`src/rrte_consts.svh`:
```
// Opcode patterns, field positions, widths and Y wrap values of the transfer executor
`ifndef RRTE_CONSTS_SVH
`define RRTE_CONSTS_SVH

`define RRTE_INSTR_W 10
`define RRTE_ADDR_W 10
`define RRTE_NIB_W 4

// Register moves
`define RRTE_OPC_B2A 10'h01E
`define RRTE_OPC_A2B 10'h00E
`define RRTE_OPC_Y2A 10'h01F
`define RRTE_OPC_A2Y 10'h00C
`define RRTE_OPC_JOIN_E 10'h01A
`define RRTE_OPC_SPLIT_E 10'h02A
`define RRTE_OPC_A2D 10'h029
`define RRTE_OPC_D2A 10'h051
`define RRTE_OPC_Z2A 10'h053
`define RRTE_OPC_X2A 10'h052
`define RRTE_OPC_IDX2A 10'h050

// RAM address operations
`define RRTE_OPC_LOAD_XY 10'h3??
`define RRTE_OPC_LOAD_Z 10'b0001_0010_??
`define RRTE_OPC_INC_Y 10'h013
`define RRTE_OPC_DEC_Y 10'h017

// RAM transfers, low nibble is the j field
`define RRTE_OPC_MRD 10'h2C?
`define RRTE_OPC_MXCH 10'h2D?
`define RRTE_OPC_MXCH_DEC 10'h2F?
`define RRTE_OPC_MXCH_INC 10'h2E?
`define RRTE_OPC_MWR 10'h2B?

// Immediate field positions
`define RRTE_HI_MSB 7
`define RRTE_HI_LSB 4
`define RRTE_LO_MSB 3
`define RRTE_LO_LSB 0

// Wrap values that trigger a skip
`define RRTE_Y_INC_WRAP 4'h0
`define RRTE_Y_DEC_WRAP 4'hF

`endif

```
`src/rrte_pkg.sv`:
```
// Types shared by the transfer executor modules
`include "rrte_consts.svh"

package rrte_pkg;

  typedef enum logic [4:0] {
    OP_NONE, OP_B2A, OP_A2B, OP_Y2A, OP_A2Y, OP_JOIN_E, OP_SPLIT_E, OP_A2D, OP_D2A,
    OP_Z2A, OP_X2A, OP_IDX2A, OP_LOAD_XY, OP_LOAD_Z, OP_INC_Y, OP_DEC_Y,
    OP_MRD, OP_MXCH, OP_MXCH_INC, OP_MXCH_DEC, OP_MWR
  } rrte_op_t;

  typedef struct packed {
    rrte_op_t op;
    logic [3:0] hi;
    logic [3:0] lo;
  } rrte_dec_t;

  typedef enum logic {PH_FETCH, PH_MEM} rrte_phase_t;

  typedef struct packed {
    logic [3:0] acc;
    logic [3:0] b;
    logic [7:0] e;
    logic [2:0] d;
    logic [1:0] z;
    logic [3:0] x;
    logic [3:0] y;
  } rrte_regs_t;

  typedef struct packed {
    rrte_phase_t phase;
    logic ready;
    logic skip_pend;
    logic last_xy;
    logic skipped;
    rrte_regs_t regs;
    logic [`RRTE_ADDR_W-1:0] addr;
    rrte_op_t mop;
    logic [3:0] j;
  } rrte_state_t;

endpackage : rrte_pkg

```
`src/rrte_core.sv`:
```
// Executor for register, RAM-address and RAM transfer instructions
//
// Contract
// - B-to-A move copies B into the accumulator, B unchanged.
// - A-to-B move copies the accumulator into B, accumulator unchanged.
// - Y-to-A move copies Y into the accumulator, Y unchanged.
// - A-to-Y move copies the accumulator into Y, accumulator unchanged.
// - X-to-A move copies X into the accumulator, X unchanged.
// - Combine: E upper nibble gets B, lower nibble gets accumulator.
// - Split: B gets E upper nibble, accumulator gets E lower nibble.
// - A-to-D loads D from accumulator bits 2..0, bit 3 ignored.
// - D-to-A puts D in accumulator bits 2..0, bit 3 cleared.
// - Z-to-A puts Z in accumulator bits 1..0, bits 3..2 cleared.
// - Stack index to accumulator bits 2..0, bit 3 cleared.
// - Immediate X/Y load writes x field to X and y field to Y.
// - In a run of immediate X/Y loads only the first executes.
// - Immediate Z load writes the z field into Z.
// - Increment Y with wrap; skip next instruction when result is zero.
// - Decrement Y with wrap; skip next instruction when result is 15.
// - Memory read loads accumulator from RAM, then X becomes X xor j.
// - Memory exchange swaps accumulator and RAM word, then X becomes X xor j.
// - Exchange variants also step Y with the same skip-on-wrap behaviour.
// - Memory write stores accumulator to RAM, then X becomes X xor j.
`timescale 1ns/1ps
`default_nettype none
`include "rrte_consts.svh"

module rrte_core
  import rrte_pkg::*;
(
  input wire logic i_clk_sys,
  input wire logic i_rst_n,
  input wire logic i_instr_valid,
  input wire logic [`RRTE_INSTR_W-1:0] i_instr,
  input wire logic [2:0] i_stack_index,
  output logic o_instr_ready,
  output logic o_skipped,
  output logic o_skip_pend,
  output rrte_regs_t o_regs
);

  localparam rrte_state_t RST_STATE = '{phase: PH_FETCH, ready: 1'b1, mop: OP_NONE,
                                        default: '0};

  rrte_state_t st_r;
  rrte_state_t st_nxt;
  rrte_dec_t dec;
  logic drop;
  logic take;
  logic ram_we;
  logic [`RRTE_ADDR_W-1:0] ram_addr;
  logic [3:0] ram_wdata;
  logic [3:0] ram_rdata;
  logic [4:0] sy;

  // Returns {skip, new Y} for a step up or down
  function automatic logic [4:0] step_y(input logic [3:0] y, input logic down);
    logic [3:0] ny;
    ny = down ? 4'(y - 4'h1) : 4'(y + 4'h1);
    return {(ny == (down ? `RRTE_Y_DEC_WRAP : `RRTE_Y_INC_WRAP)), ny};
  endfunction : step_y

  rrte_decode u_decode (
    .i_instr(i_instr),
    .o_dec(dec)
  );

  rrte_ram u_ram (
    .i_clk_sys(i_clk_sys),
    .i_we(ram_we),
    .i_addr(ram_addr),
    .i_wdata(ram_wdata),
    .o_rdata(ram_rdata)
  );

  assign drop = st_r.skip_pend | ((dec.op == OP_LOAD_XY) & st_r.last_xy);
  assign take = i_instr_valid & st_r.ready & ~drop;

  always_comb begin
    st_nxt = st_r;
    st_nxt.skipped = 1'b0;
    ram_we = 1'b0;
    ram_addr = {st_r.regs.z, st_r.regs.x, st_r.regs.y};
    ram_wdata = st_r.regs.acc;
    sy = 5'h00;
    case (st_r.phase)
      PH_FETCH: begin
        if (i_instr_valid) begin
          st_nxt.last_xy = (dec.op == OP_LOAD_XY);
          if (drop) begin
            st_nxt.skip_pend = 1'b0;
            st_nxt.skipped = 1'b1;
          end else begin
            case (dec.op)
              OP_B2A: st_nxt.regs.acc = st_r.regs.b;
              OP_A2B: st_nxt.regs.b = st_r.regs.acc;
              OP_Y2A: st_nxt.regs.acc = st_r.regs.y;
              OP_A2Y: st_nxt.regs.y = st_r.regs.acc;
              OP_JOIN_E: st_nxt.regs.e = {st_r.regs.b, st_r.regs.acc};
              OP_SPLIT_E: begin
                st_nxt.regs.b = st_r.regs.e[7:4];
                st_nxt.regs.acc = st_r.regs.e[3:0];
              end
              OP_A2D: st_nxt.regs.d = st_r.regs.acc[2:0];
              OP_D2A: st_nxt.regs.acc = {1'b0, st_r.regs.d};
              OP_Z2A: st_nxt.regs.acc = {2'b00, st_r.regs.z};
              OP_X2A: st_nxt.regs.acc = st_r.regs.x;
              OP_IDX2A: st_nxt.regs.acc = {1'b0, i_stack_index};
              OP_LOAD_XY: begin
                st_nxt.regs.x = dec.hi;
                st_nxt.regs.y = dec.lo;
              end
              OP_LOAD_Z: st_nxt.regs.z = dec.lo[1:0];
              OP_INC_Y: begin
                sy = step_y(st_r.regs.y, 1'b0);
                st_nxt.regs.y = sy[3:0];
                st_nxt.skip_pend = sy[4];
              end
              OP_DEC_Y: begin
                sy = step_y(st_r.regs.y, 1'b1);
                st_nxt.regs.y = sy[3:0];
                st_nxt.skip_pend = sy[4];
              end
              OP_MWR: begin
                ram_we = 1'b1;
                st_nxt.regs.x = st_r.regs.x ^ dec.lo;
              end
              OP_MRD, OP_MXCH, OP_MXCH_INC, OP_MXCH_DEC: begin
                st_nxt.phase = PH_MEM;
                st_nxt.addr = ram_addr;
                st_nxt.mop = dec.op;
                st_nxt.j = dec.lo;
              end
              default: st_nxt.phase = PH_FETCH;
            endcase
          end
        end
      end
      PH_MEM: begin
        ram_addr = st_r.addr;
        st_nxt.phase = PH_FETCH;
        st_nxt.regs.acc = ram_rdata;
        st_nxt.regs.x = st_r.regs.x ^ st_r.j;
        // exchange writes the old accumulator back
        ram_we = (st_r.mop != OP_MRD);
        if ((st_r.mop == OP_MXCH_INC) || (st_r.mop == OP_MXCH_DEC)) begin
          sy = step_y(st_r.regs.y, st_r.mop == OP_MXCH_DEC);
          st_nxt.regs.y = sy[3:0];
          st_nxt.skip_pend = sy[4];
        end
      end
      default: st_nxt.phase = PH_FETCH;
    endcase
    st_nxt.ready = (st_nxt.phase == PH_FETCH);
  end

  always_ff @(posedge i_clk_sys or negedge i_rst_n) begin
    if (!i_rst_n) begin
      st_r <= RST_STATE;
    end else begin
      st_r <= st_nxt;
    end
  end

  assign o_instr_ready = st_r.ready;
  assign o_skipped = st_r.skipped;
  assign o_skip_pend = st_r.skip_pend;
  assign o_regs = st_r.regs;

  function automatic logic is_op(input rrte_op_t op, input rrte_op_t want);
    return op == want;
  endfunction : is_op
endmodule : rrte_core

`default_nettype wire

```
`src/rrte_ram.sv`:
```
// Data RAM of 4-bit words with registered read data
`timescale 1ns/1ps
`default_nettype none
`include "rrte_consts.svh"

module rrte_ram
  import rrte_pkg::*;
(
  input wire logic i_clk_sys,
  input wire logic i_we,
  input wire logic [`RRTE_ADDR_W-1:0] i_addr,
  input wire logic [3:0] i_wdata,
  output logic [3:0] o_rdata
);

  logic [3:0] mem_r [0:(1<<`RRTE_ADDR_W)-1];

  // Read returns the word as it was before a write in the same cycle
  always_ff @(posedge i_clk_sys) begin
    if (i_we) begin
      mem_r[i_addr] <= i_wdata;
    end
    o_rdata <= mem_r[i_addr];
  end

endmodule : rrte_ram

`default_nettype wire

```
`src/rrte_decode.sv`:
```
// Instruction word decoder for the transfer instructions
`timescale 1ns/1ps
`default_nettype none
`include "rrte_consts.svh"

module rrte_decode
  import rrte_pkg::*;
(
  input wire logic [`RRTE_INSTR_W-1:0] i_instr,
  output rrte_dec_t o_dec
);

  always_comb begin
    o_dec.hi = i_instr[`RRTE_HI_MSB:`RRTE_HI_LSB];
    o_dec.lo = i_instr[`RRTE_LO_MSB:`RRTE_LO_LSB];
    casez (i_instr)
      `RRTE_OPC_B2A: o_dec.op = OP_B2A;
      `RRTE_OPC_A2B: o_dec.op = OP_A2B;
      `RRTE_OPC_Y2A: o_dec.op = OP_Y2A;
      `RRTE_OPC_A2Y: o_dec.op = OP_A2Y;
      `RRTE_OPC_JOIN_E: o_dec.op = OP_JOIN_E;
      `RRTE_OPC_SPLIT_E: o_dec.op = OP_SPLIT_E;
      `RRTE_OPC_A2D: o_dec.op = OP_A2D;
      `RRTE_OPC_D2A: o_dec.op = OP_D2A;
      `RRTE_OPC_Z2A: o_dec.op = OP_Z2A;
      `RRTE_OPC_X2A: o_dec.op = OP_X2A;
      `RRTE_OPC_IDX2A: o_dec.op = OP_IDX2A;
      `RRTE_OPC_LOAD_XY: o_dec.op = OP_LOAD_XY;
      `RRTE_OPC_LOAD_Z: o_dec.op = OP_LOAD_Z;
      `RRTE_OPC_INC_Y: o_dec.op = OP_INC_Y;
      `RRTE_OPC_DEC_Y: o_dec.op = OP_DEC_Y;
      `RRTE_OPC_MRD: o_dec.op = OP_MRD;
      `RRTE_OPC_MXCH: o_dec.op = OP_MXCH;
      `RRTE_OPC_MXCH_DEC: o_dec.op = OP_MXCH_DEC;
      `RRTE_OPC_MXCH_INC: o_dec.op = OP_MXCH_INC;
      `RRTE_OPC_MWR: o_dec.op = OP_MWR;
      default: o_dec.op = OP_NONE;
    endcase
  end

endmodule : rrte_decode

`default_nettype wire

```
`config.mk`:
```
export PLATFORM = sky130hd
export DESIGN_NAME = rrte_core
export DESIGN_NICKNAME = d
export VERILOG_FILES = /design/src/rrte_pkg.sv /design/src/rrte_core.sv /design/src/rrte_ram.sv /design/src/rrte_decode.sv
export VERILOG_INCLUDE_DIRS = /design/src /design/src/src
export SDC_FILE = /design/constraint.sdc
export NUM_CORES = 2
export LEC_CHECK = 0
export BUFFER_PORTS_ARGS = -buffer_cell sky130_fd_sc_hd__buf_2
export CORE_UTILIZATION = 55
export CTS_CLUSTER_SIZE = 8
export DETAILED_ROUTE_END_ITERATION = 16
export PLACE_DENSITY = 0.73
export SYNTH_ARGS = -nofsm -noshare
export SYNTH_HDL_FRONTEND = slang
export SYNTH_HIERARCHICAL = 1
export SYNTH_SLANG_ARGS = --single-unit
```
`constraint.sdc`:
```
create_clock -name i_clk_sys -period 14.8 [get_ports i_clk_sys]
set_clock_uncertainty 0.1 [all_clocks]
set_input_delay 2.96 -clock i_clk_sys [delete_from_list [all_inputs] [get_ports i_clk_sys]]
set_output_delay 2.96 -clock i_clk_sys [all_outputs]
set_load 0.03 [all_outputs]
```
## After elaboration in Yosys (flattened, before gate mapping)

Memories as Yosys holds them, arrays and structs flattened. A register that Yosys moved wholly into a read port is not among the register bits.
Cells that the tools add are included.

| word-level totals | value |
|---|---|
| bits in registers | 53 |
| bits in writable memories | 4096 |
| output and inout bits | 32 |
| word-level logic and storage cells | 124 |
| memories kept | 1 |

Memory list:

| memory | words | bits a word | rd ports | clocked after Yosys merged registers in | wr ports | RTL line | source |
|---|---|---|---|---|---|---|---|
| u_ram.mem_r | 1024 | 4 | 1 | 1 | 1 | rrte_ram.sv:16 | `` logic [3:0] mem_r [0:(1<<`RRTE_ADDR_W)-1]; `` |

| cells by class | value |
|---|---|
| $add $sub $neg | 2 |
| equality and inequality tests | 52 |
| muxes and demuxes | 33 |
| bitwise operators | 7 |
| reduce and logical (&&, ||, !) cells | 14 |

Operators by type and width:

| operator | number |
|---|---|
| one-hot mux 5 bit (20 select lines) | 1 |
| two-way mux 51 bit | 1 |
| equality test 10 x 5 -> 1 bit (second input constant) | 5 |
| two-way mux 48 bit | 1 |
| equality test 10 x 7 -> 1 bit (second input constant) | 4 |
| equality test 5 x 4 -> 1 bit (second input constant) | 8 |
| equality test 5 bit (second input constant) | 7 |
| equality test 6 bit (second input constant) | 5 |
| one-hot mux 4 bit (7 select lines) | 1 |
| one-hot mux 4 bit (2 select lines) | 3 |
| AND reduction 4 bit | 6 |
| equality test 10 x 4 -> 1 bit (second input constant) | 2 |
| equality test 10 x 6 -> 1 bit (second input constant) | 2 |
| equality test 5 x 3 -> 1 bit (second input constant) | 4 |
| two-way mux 19 bit | 1 |
| one-hot mux 4 bit (4 select lines) | 1 |
| one-hot mux 8 bit (2 select lines) | 1 |
| two-way mux 1 bit | 12 |
| two-way mux 4 bit | 3 |
| equality test 5 x 2 -> 1 bit (second input constant) | 2 |
| two-way mux 10 bit | 1 |
| AND reduction 3 bit | 3 |
| equality test 8 x 5 -> 1 bit (second input constant) | 1 |
| two-way mux 8 bit | 1 |
| 25 further kinds | 32 |

## Longest topological paths before layout

| depth | value |
|---|---|
| depth after elaboration | 10 |
| gate-level depth with buffers | 17 |

## By module

The synthesis kept the hierarchy.

By module, submodules not included:

| module | times used | cells an instance | area each (µm²) |
|---|---|---|---|
| rrte_ram | 1 | 8919 | 160849.3 |
| rrte_core | 1 | 335 | 3367.0 |
| rrte_decode | 1 | 59 | 427.9 |

## Worst setup path after synthesis

OpenSTA, ideal clock, no wires.

| timing path | value |
|---|---|
| path kind | reg2out |
| from | reg st_r, in the netlist ram_wdata[1] |
| to | out o_regs[26] (netlist bit) |
| data arrival time | 13271 ps |
| required time | 11740 ps |
| setup slack | -1531 ps |
| cell stages (with the launch flop) | 2 |
| cells stage by stage | dfrtp_1 buf_4 |

RTL lines:

| what | RTL line | source |
|---|---|---|
| from (decl) | rrte_core.sv:45 | `rrte_state_t st_r;` |
| from (signal assigned) | rrte_core.sv:161 | `st_r <= st_nxt;` |
| to (decl) | rrte_core.sv:39 | `output rrte_regs_t o_regs` |

No word-level cell between the ends.

==> results.ini <==
[cts]
tritoncts = built
postCtsSetupRepairBufs = 0
ctsResizeCount = 0
clk_latency_ns = 1.05
clk_pin_slew_ns = 0.05
cts-hold-fix-buffers = 0
ctsLongestPathBuffers = 4
clkSinkCount = 4153
htreeDepth = 6
root_buffer = clkbuf_16
cts_buffers = 589

[floorplanning]
die_w_um = 549
die_area_um2 = 302000
initial_utilization_pct = 55.4
die_y_um = 549
core-area_um2 = 297000
num_rows = 200
io-pin-count = 48

[layout]
fill_cells = 19900
regArea_um2 = 124000
fin_cells = 13500
drive_gt1_share_pct = 15.1
multi_input_area_um2 = 37200
fin_nets = 9483
design_area_um2 = 185000
synthToLayoutAreaGrowth_pct = 12.3

[power_and_ir_drop]
total_power_w = 0.0319
p_leak_nw = 58.0
irDropWorstVdd_mv = 0.132
powerDensity_nw_per_um2 = 173

[route]
vias = 92800
wl_per_cell_um = 34.6
wl_met2_um = 211000
ant_nets = 0
wirelength_met1_um = 165000
viasPerCell = 6.87
drc = 0
dr_wl_met3_um = 63900
drt_iter0_markers = 15200
wirelength_um = 468000
routed.top_layer = met5
firstDrtPassIters = 6

[critical_path]
path_cells = buf_2 > nand3b_2 > nor4_1 > o21a_1 > nand2b_1 > nor4b_4 > nand3_1 > nand2b_1 > o2bb2ai_1 > buf_4 > and2_1 > nand2_4 > nor2_1
r2r_cells = 13
reg2reg_to = u_ram/o_rdata[1]
slowest_delay_ns = 0.89
cp_data_required_time_ns = 15.36
path_depth = 13
crit_fanout = 31
cp_slowest_cell = and2_1
crit_arrival_ns = 8.08
r2r_setup_slack_ns = 7.88
cpMostUsedCell = nand2b_1
timing.rr.start = o_regs[0]
criticalPathCategory = in -> reg
critPathTopFamily = simple AND/OR/NAND/NOR gates
critPathBufInv = 2
critPathCaptureType = flip-flop
startpoint_type = input pin

[min_path]
hp-class = reg -> reg
worstHoldStart = st_r[8]
whs_path_depth = 1
whs_endpoint = st_r[8]

[timing]
final.setup.worst_slack_ns = 7.28
rsz0062_at_grt = false
final-max-slew-violation-count = 0
fin_crit_sh_pct = 50.8
tightest_slew_ns = 1.24
hold_viol_final = 0
finalSetupViolCount = 0
setup-tns-final_ns = 0
max_freq_mhz = 133
slew_headroom_pct = 17.1
finalCriticalPeriod_ns = 7.52

[run]
max_cap_violations = 0

[logic_synthesis]
synth_simple_gate_area_share_pct = 4.81
synth_area_um2 = 165000
muxShareOfSynthArea_pct = 13.7
ys_types = 96
synth-compound-area-share_pct = 3.65
synth_top_cell_by_area = edfxtp_1
synth_fp_nets = 9333
synthesis.instances = 9313
ys_ff_latch = 4153
synth_xor_area_share_pct = 0.0692
synthAdderAreaFrac_pct = 0.0304
synth_ff_type = edfxtp_1
synth_top_area_share_pct = 74.7
synth_top_family_by_area = multiplexers
synthArstFlopShare_pct = 1.28
synth_edf_count = 4096
seq_area_frac_synth_pct = 75.6
synth_warnings = 6
synthTopCellsByArea = edfxtp_1, mux2i_1, mux4_2
synth_area_per_cell_um2 = 17.7

[placement]
dp_slack_ns = 6.48
detailed_place_hpwl_um = 265000
globalplace.congestion = 0.908
placed_area_um2 = 169000
dp_cells = 12800
io_buffers = 47

[outcome]
status = completed

[global_routing]
first_global_vias = 92300
grt_use_total_pct = 30.8
grt_first_pass_wirelength_um = 663000
overflow = 0
grt_max_degree = 200
antenna_found_initial = 25

## metal layers
metal,vias to the layer above,GRT usage [%]
met2,7288,46.3
met5,-,0
met3,1303,8.45
met1,47200,41.3
met4,22,16.3
li1,37100,-
## per-stage QoR
stage	hold WS, ns	utilization, %
after floorplan	0.319	-
after global placement	0.343	56.7
after detailed placement	0.353	56.7
after CTS	0.364	62.2
after global routing	0.386	62.2
final	0.367	62.2
## sequential cells by signal (all words and copies together) (netlist names)
| signal | count |
|---|---|
| o_skip_pend | 1 |
| u_ram/mem_r | 4096 |
| o_skipped | 1 |
| u_ram/o_rdata | 4 |
| o_regs | 25 |
| ram_wdata | 4 |
| o_instr_ready | 1 |
| st_r | 21 |
## report_power, final
| part | switching, W | internal [W] |
|---|---|---|
| Sequential | 0.000102 | 0.0139 |
| Combinational | 0.00410 | 0.00186 |
| Clock | 0.00483 | 0.00719 |
## Yosys cell counts (7+ instances only)
master / instances
o22ai_1: 514
nand3_1: 75
inv_1: 10
mux2_2: 59
buf_6: 23
o21ai_0: 127
and2_1: 14
o211ai_1: 12
o2111ai_1: 26
o221ai_1: 9
nand2_1: 211
nor3_1: 43
a211oi_1: 9
nor4_1: 158
buf_1: 21
a22oi_1: 112
nand4_1: 31
buf_4: 68
a221o_1: 8
clkbuf_1: 225
nand2b_1: 19
mux2i_1: 1245
a21oi_1: 21
xnor2_1: 7
nor3b_1: 9
nor2_1: 1163
nor2b_1: 19
buf_2: 345
dfrtp_1: 52
mux4_1: 16
mux4_2: 402
edfxtp_1: 4096
nand3b_1: 7
a31oi_1: 21
## how the worst max path moves through the flow
stage                 start  slack [ns]             endpoint
2_1_floorplan  ram_wdata[1]        4.33           o_regs[26]
6_report         i_instr[5]        7.28  u_ram/mem_r[240][3]
4_1_cts          i_instr[4]        7.56  u_ram/mem_r[176][2]
3_5_place_dp     i_instr[5]        6.48  u_ram/mem_r[544][3]
5_1_grt          i_instr[5]        7.10  u_ram/mem_r[153][3]
3_3_place_gp     i_instr[4]        6.53   u_ram/mem_r[48][0]
## kinds of logic after synthesis
group / Yosys count
XOR/XNOR: 13
multiplexers: 1722
adder cells (fa/ha/maj): 4
AND/OR/NAND/NOR: 1806
buffers and inverters: 699
flip-flops: 4153
AO/OA/AOI/OAI: 916
## worst reg2reg max path: cells and delay by family, from the launching register on
family	cells	cell delay (ns)
flip-flops	1	0.57
buffers and inverters	5	2.79
AND/OR/NAND/NOR	6	2.74
AO/OA/AOI/OAI	2	0.47
## cells in the final DEF (no fill, tap or decap), types with 26 or more instances in the layout
| cell | instances |
|---|---|
| buf_4 | 178 |
| mux4_2 | 402 |
| mux2i_1 | 1245 |
| buf_2 | 47 |
| edfxtp_1 | 4096 |
| nor3_1 | 42 |
| mux2_2 | 56 |
| clkbuf_1 | 45 |
| a22oi_1 | 112 |
| o2111ai_1 | 26 |
| clkbuf_16 | 597 |
| o22ai_1 | 514 |
| nand4_1 | 31 |
| dfrtp_1 | 48 |
| nor4_1 | 158 |
| nand2_1 | 179 |
| nand2_4 | 32 |
| nor2_1 | 1156 |
| nand3_1 | 75 |
| o21ai_0 | 125 |
| clkinv_16 | 28 |
## layout make-up
class	instances	area share (%)
clock inverters	53	0.646
flip-flops and latches	4153	67.3
multi-input cells	4461	20.1
inverters	12	0.0257
well taps	3939	2.67
clock buffers	642	8.17
diodes	12	0.0162
repair buffers	246	1.08
(Power assumes the default switching activity.)
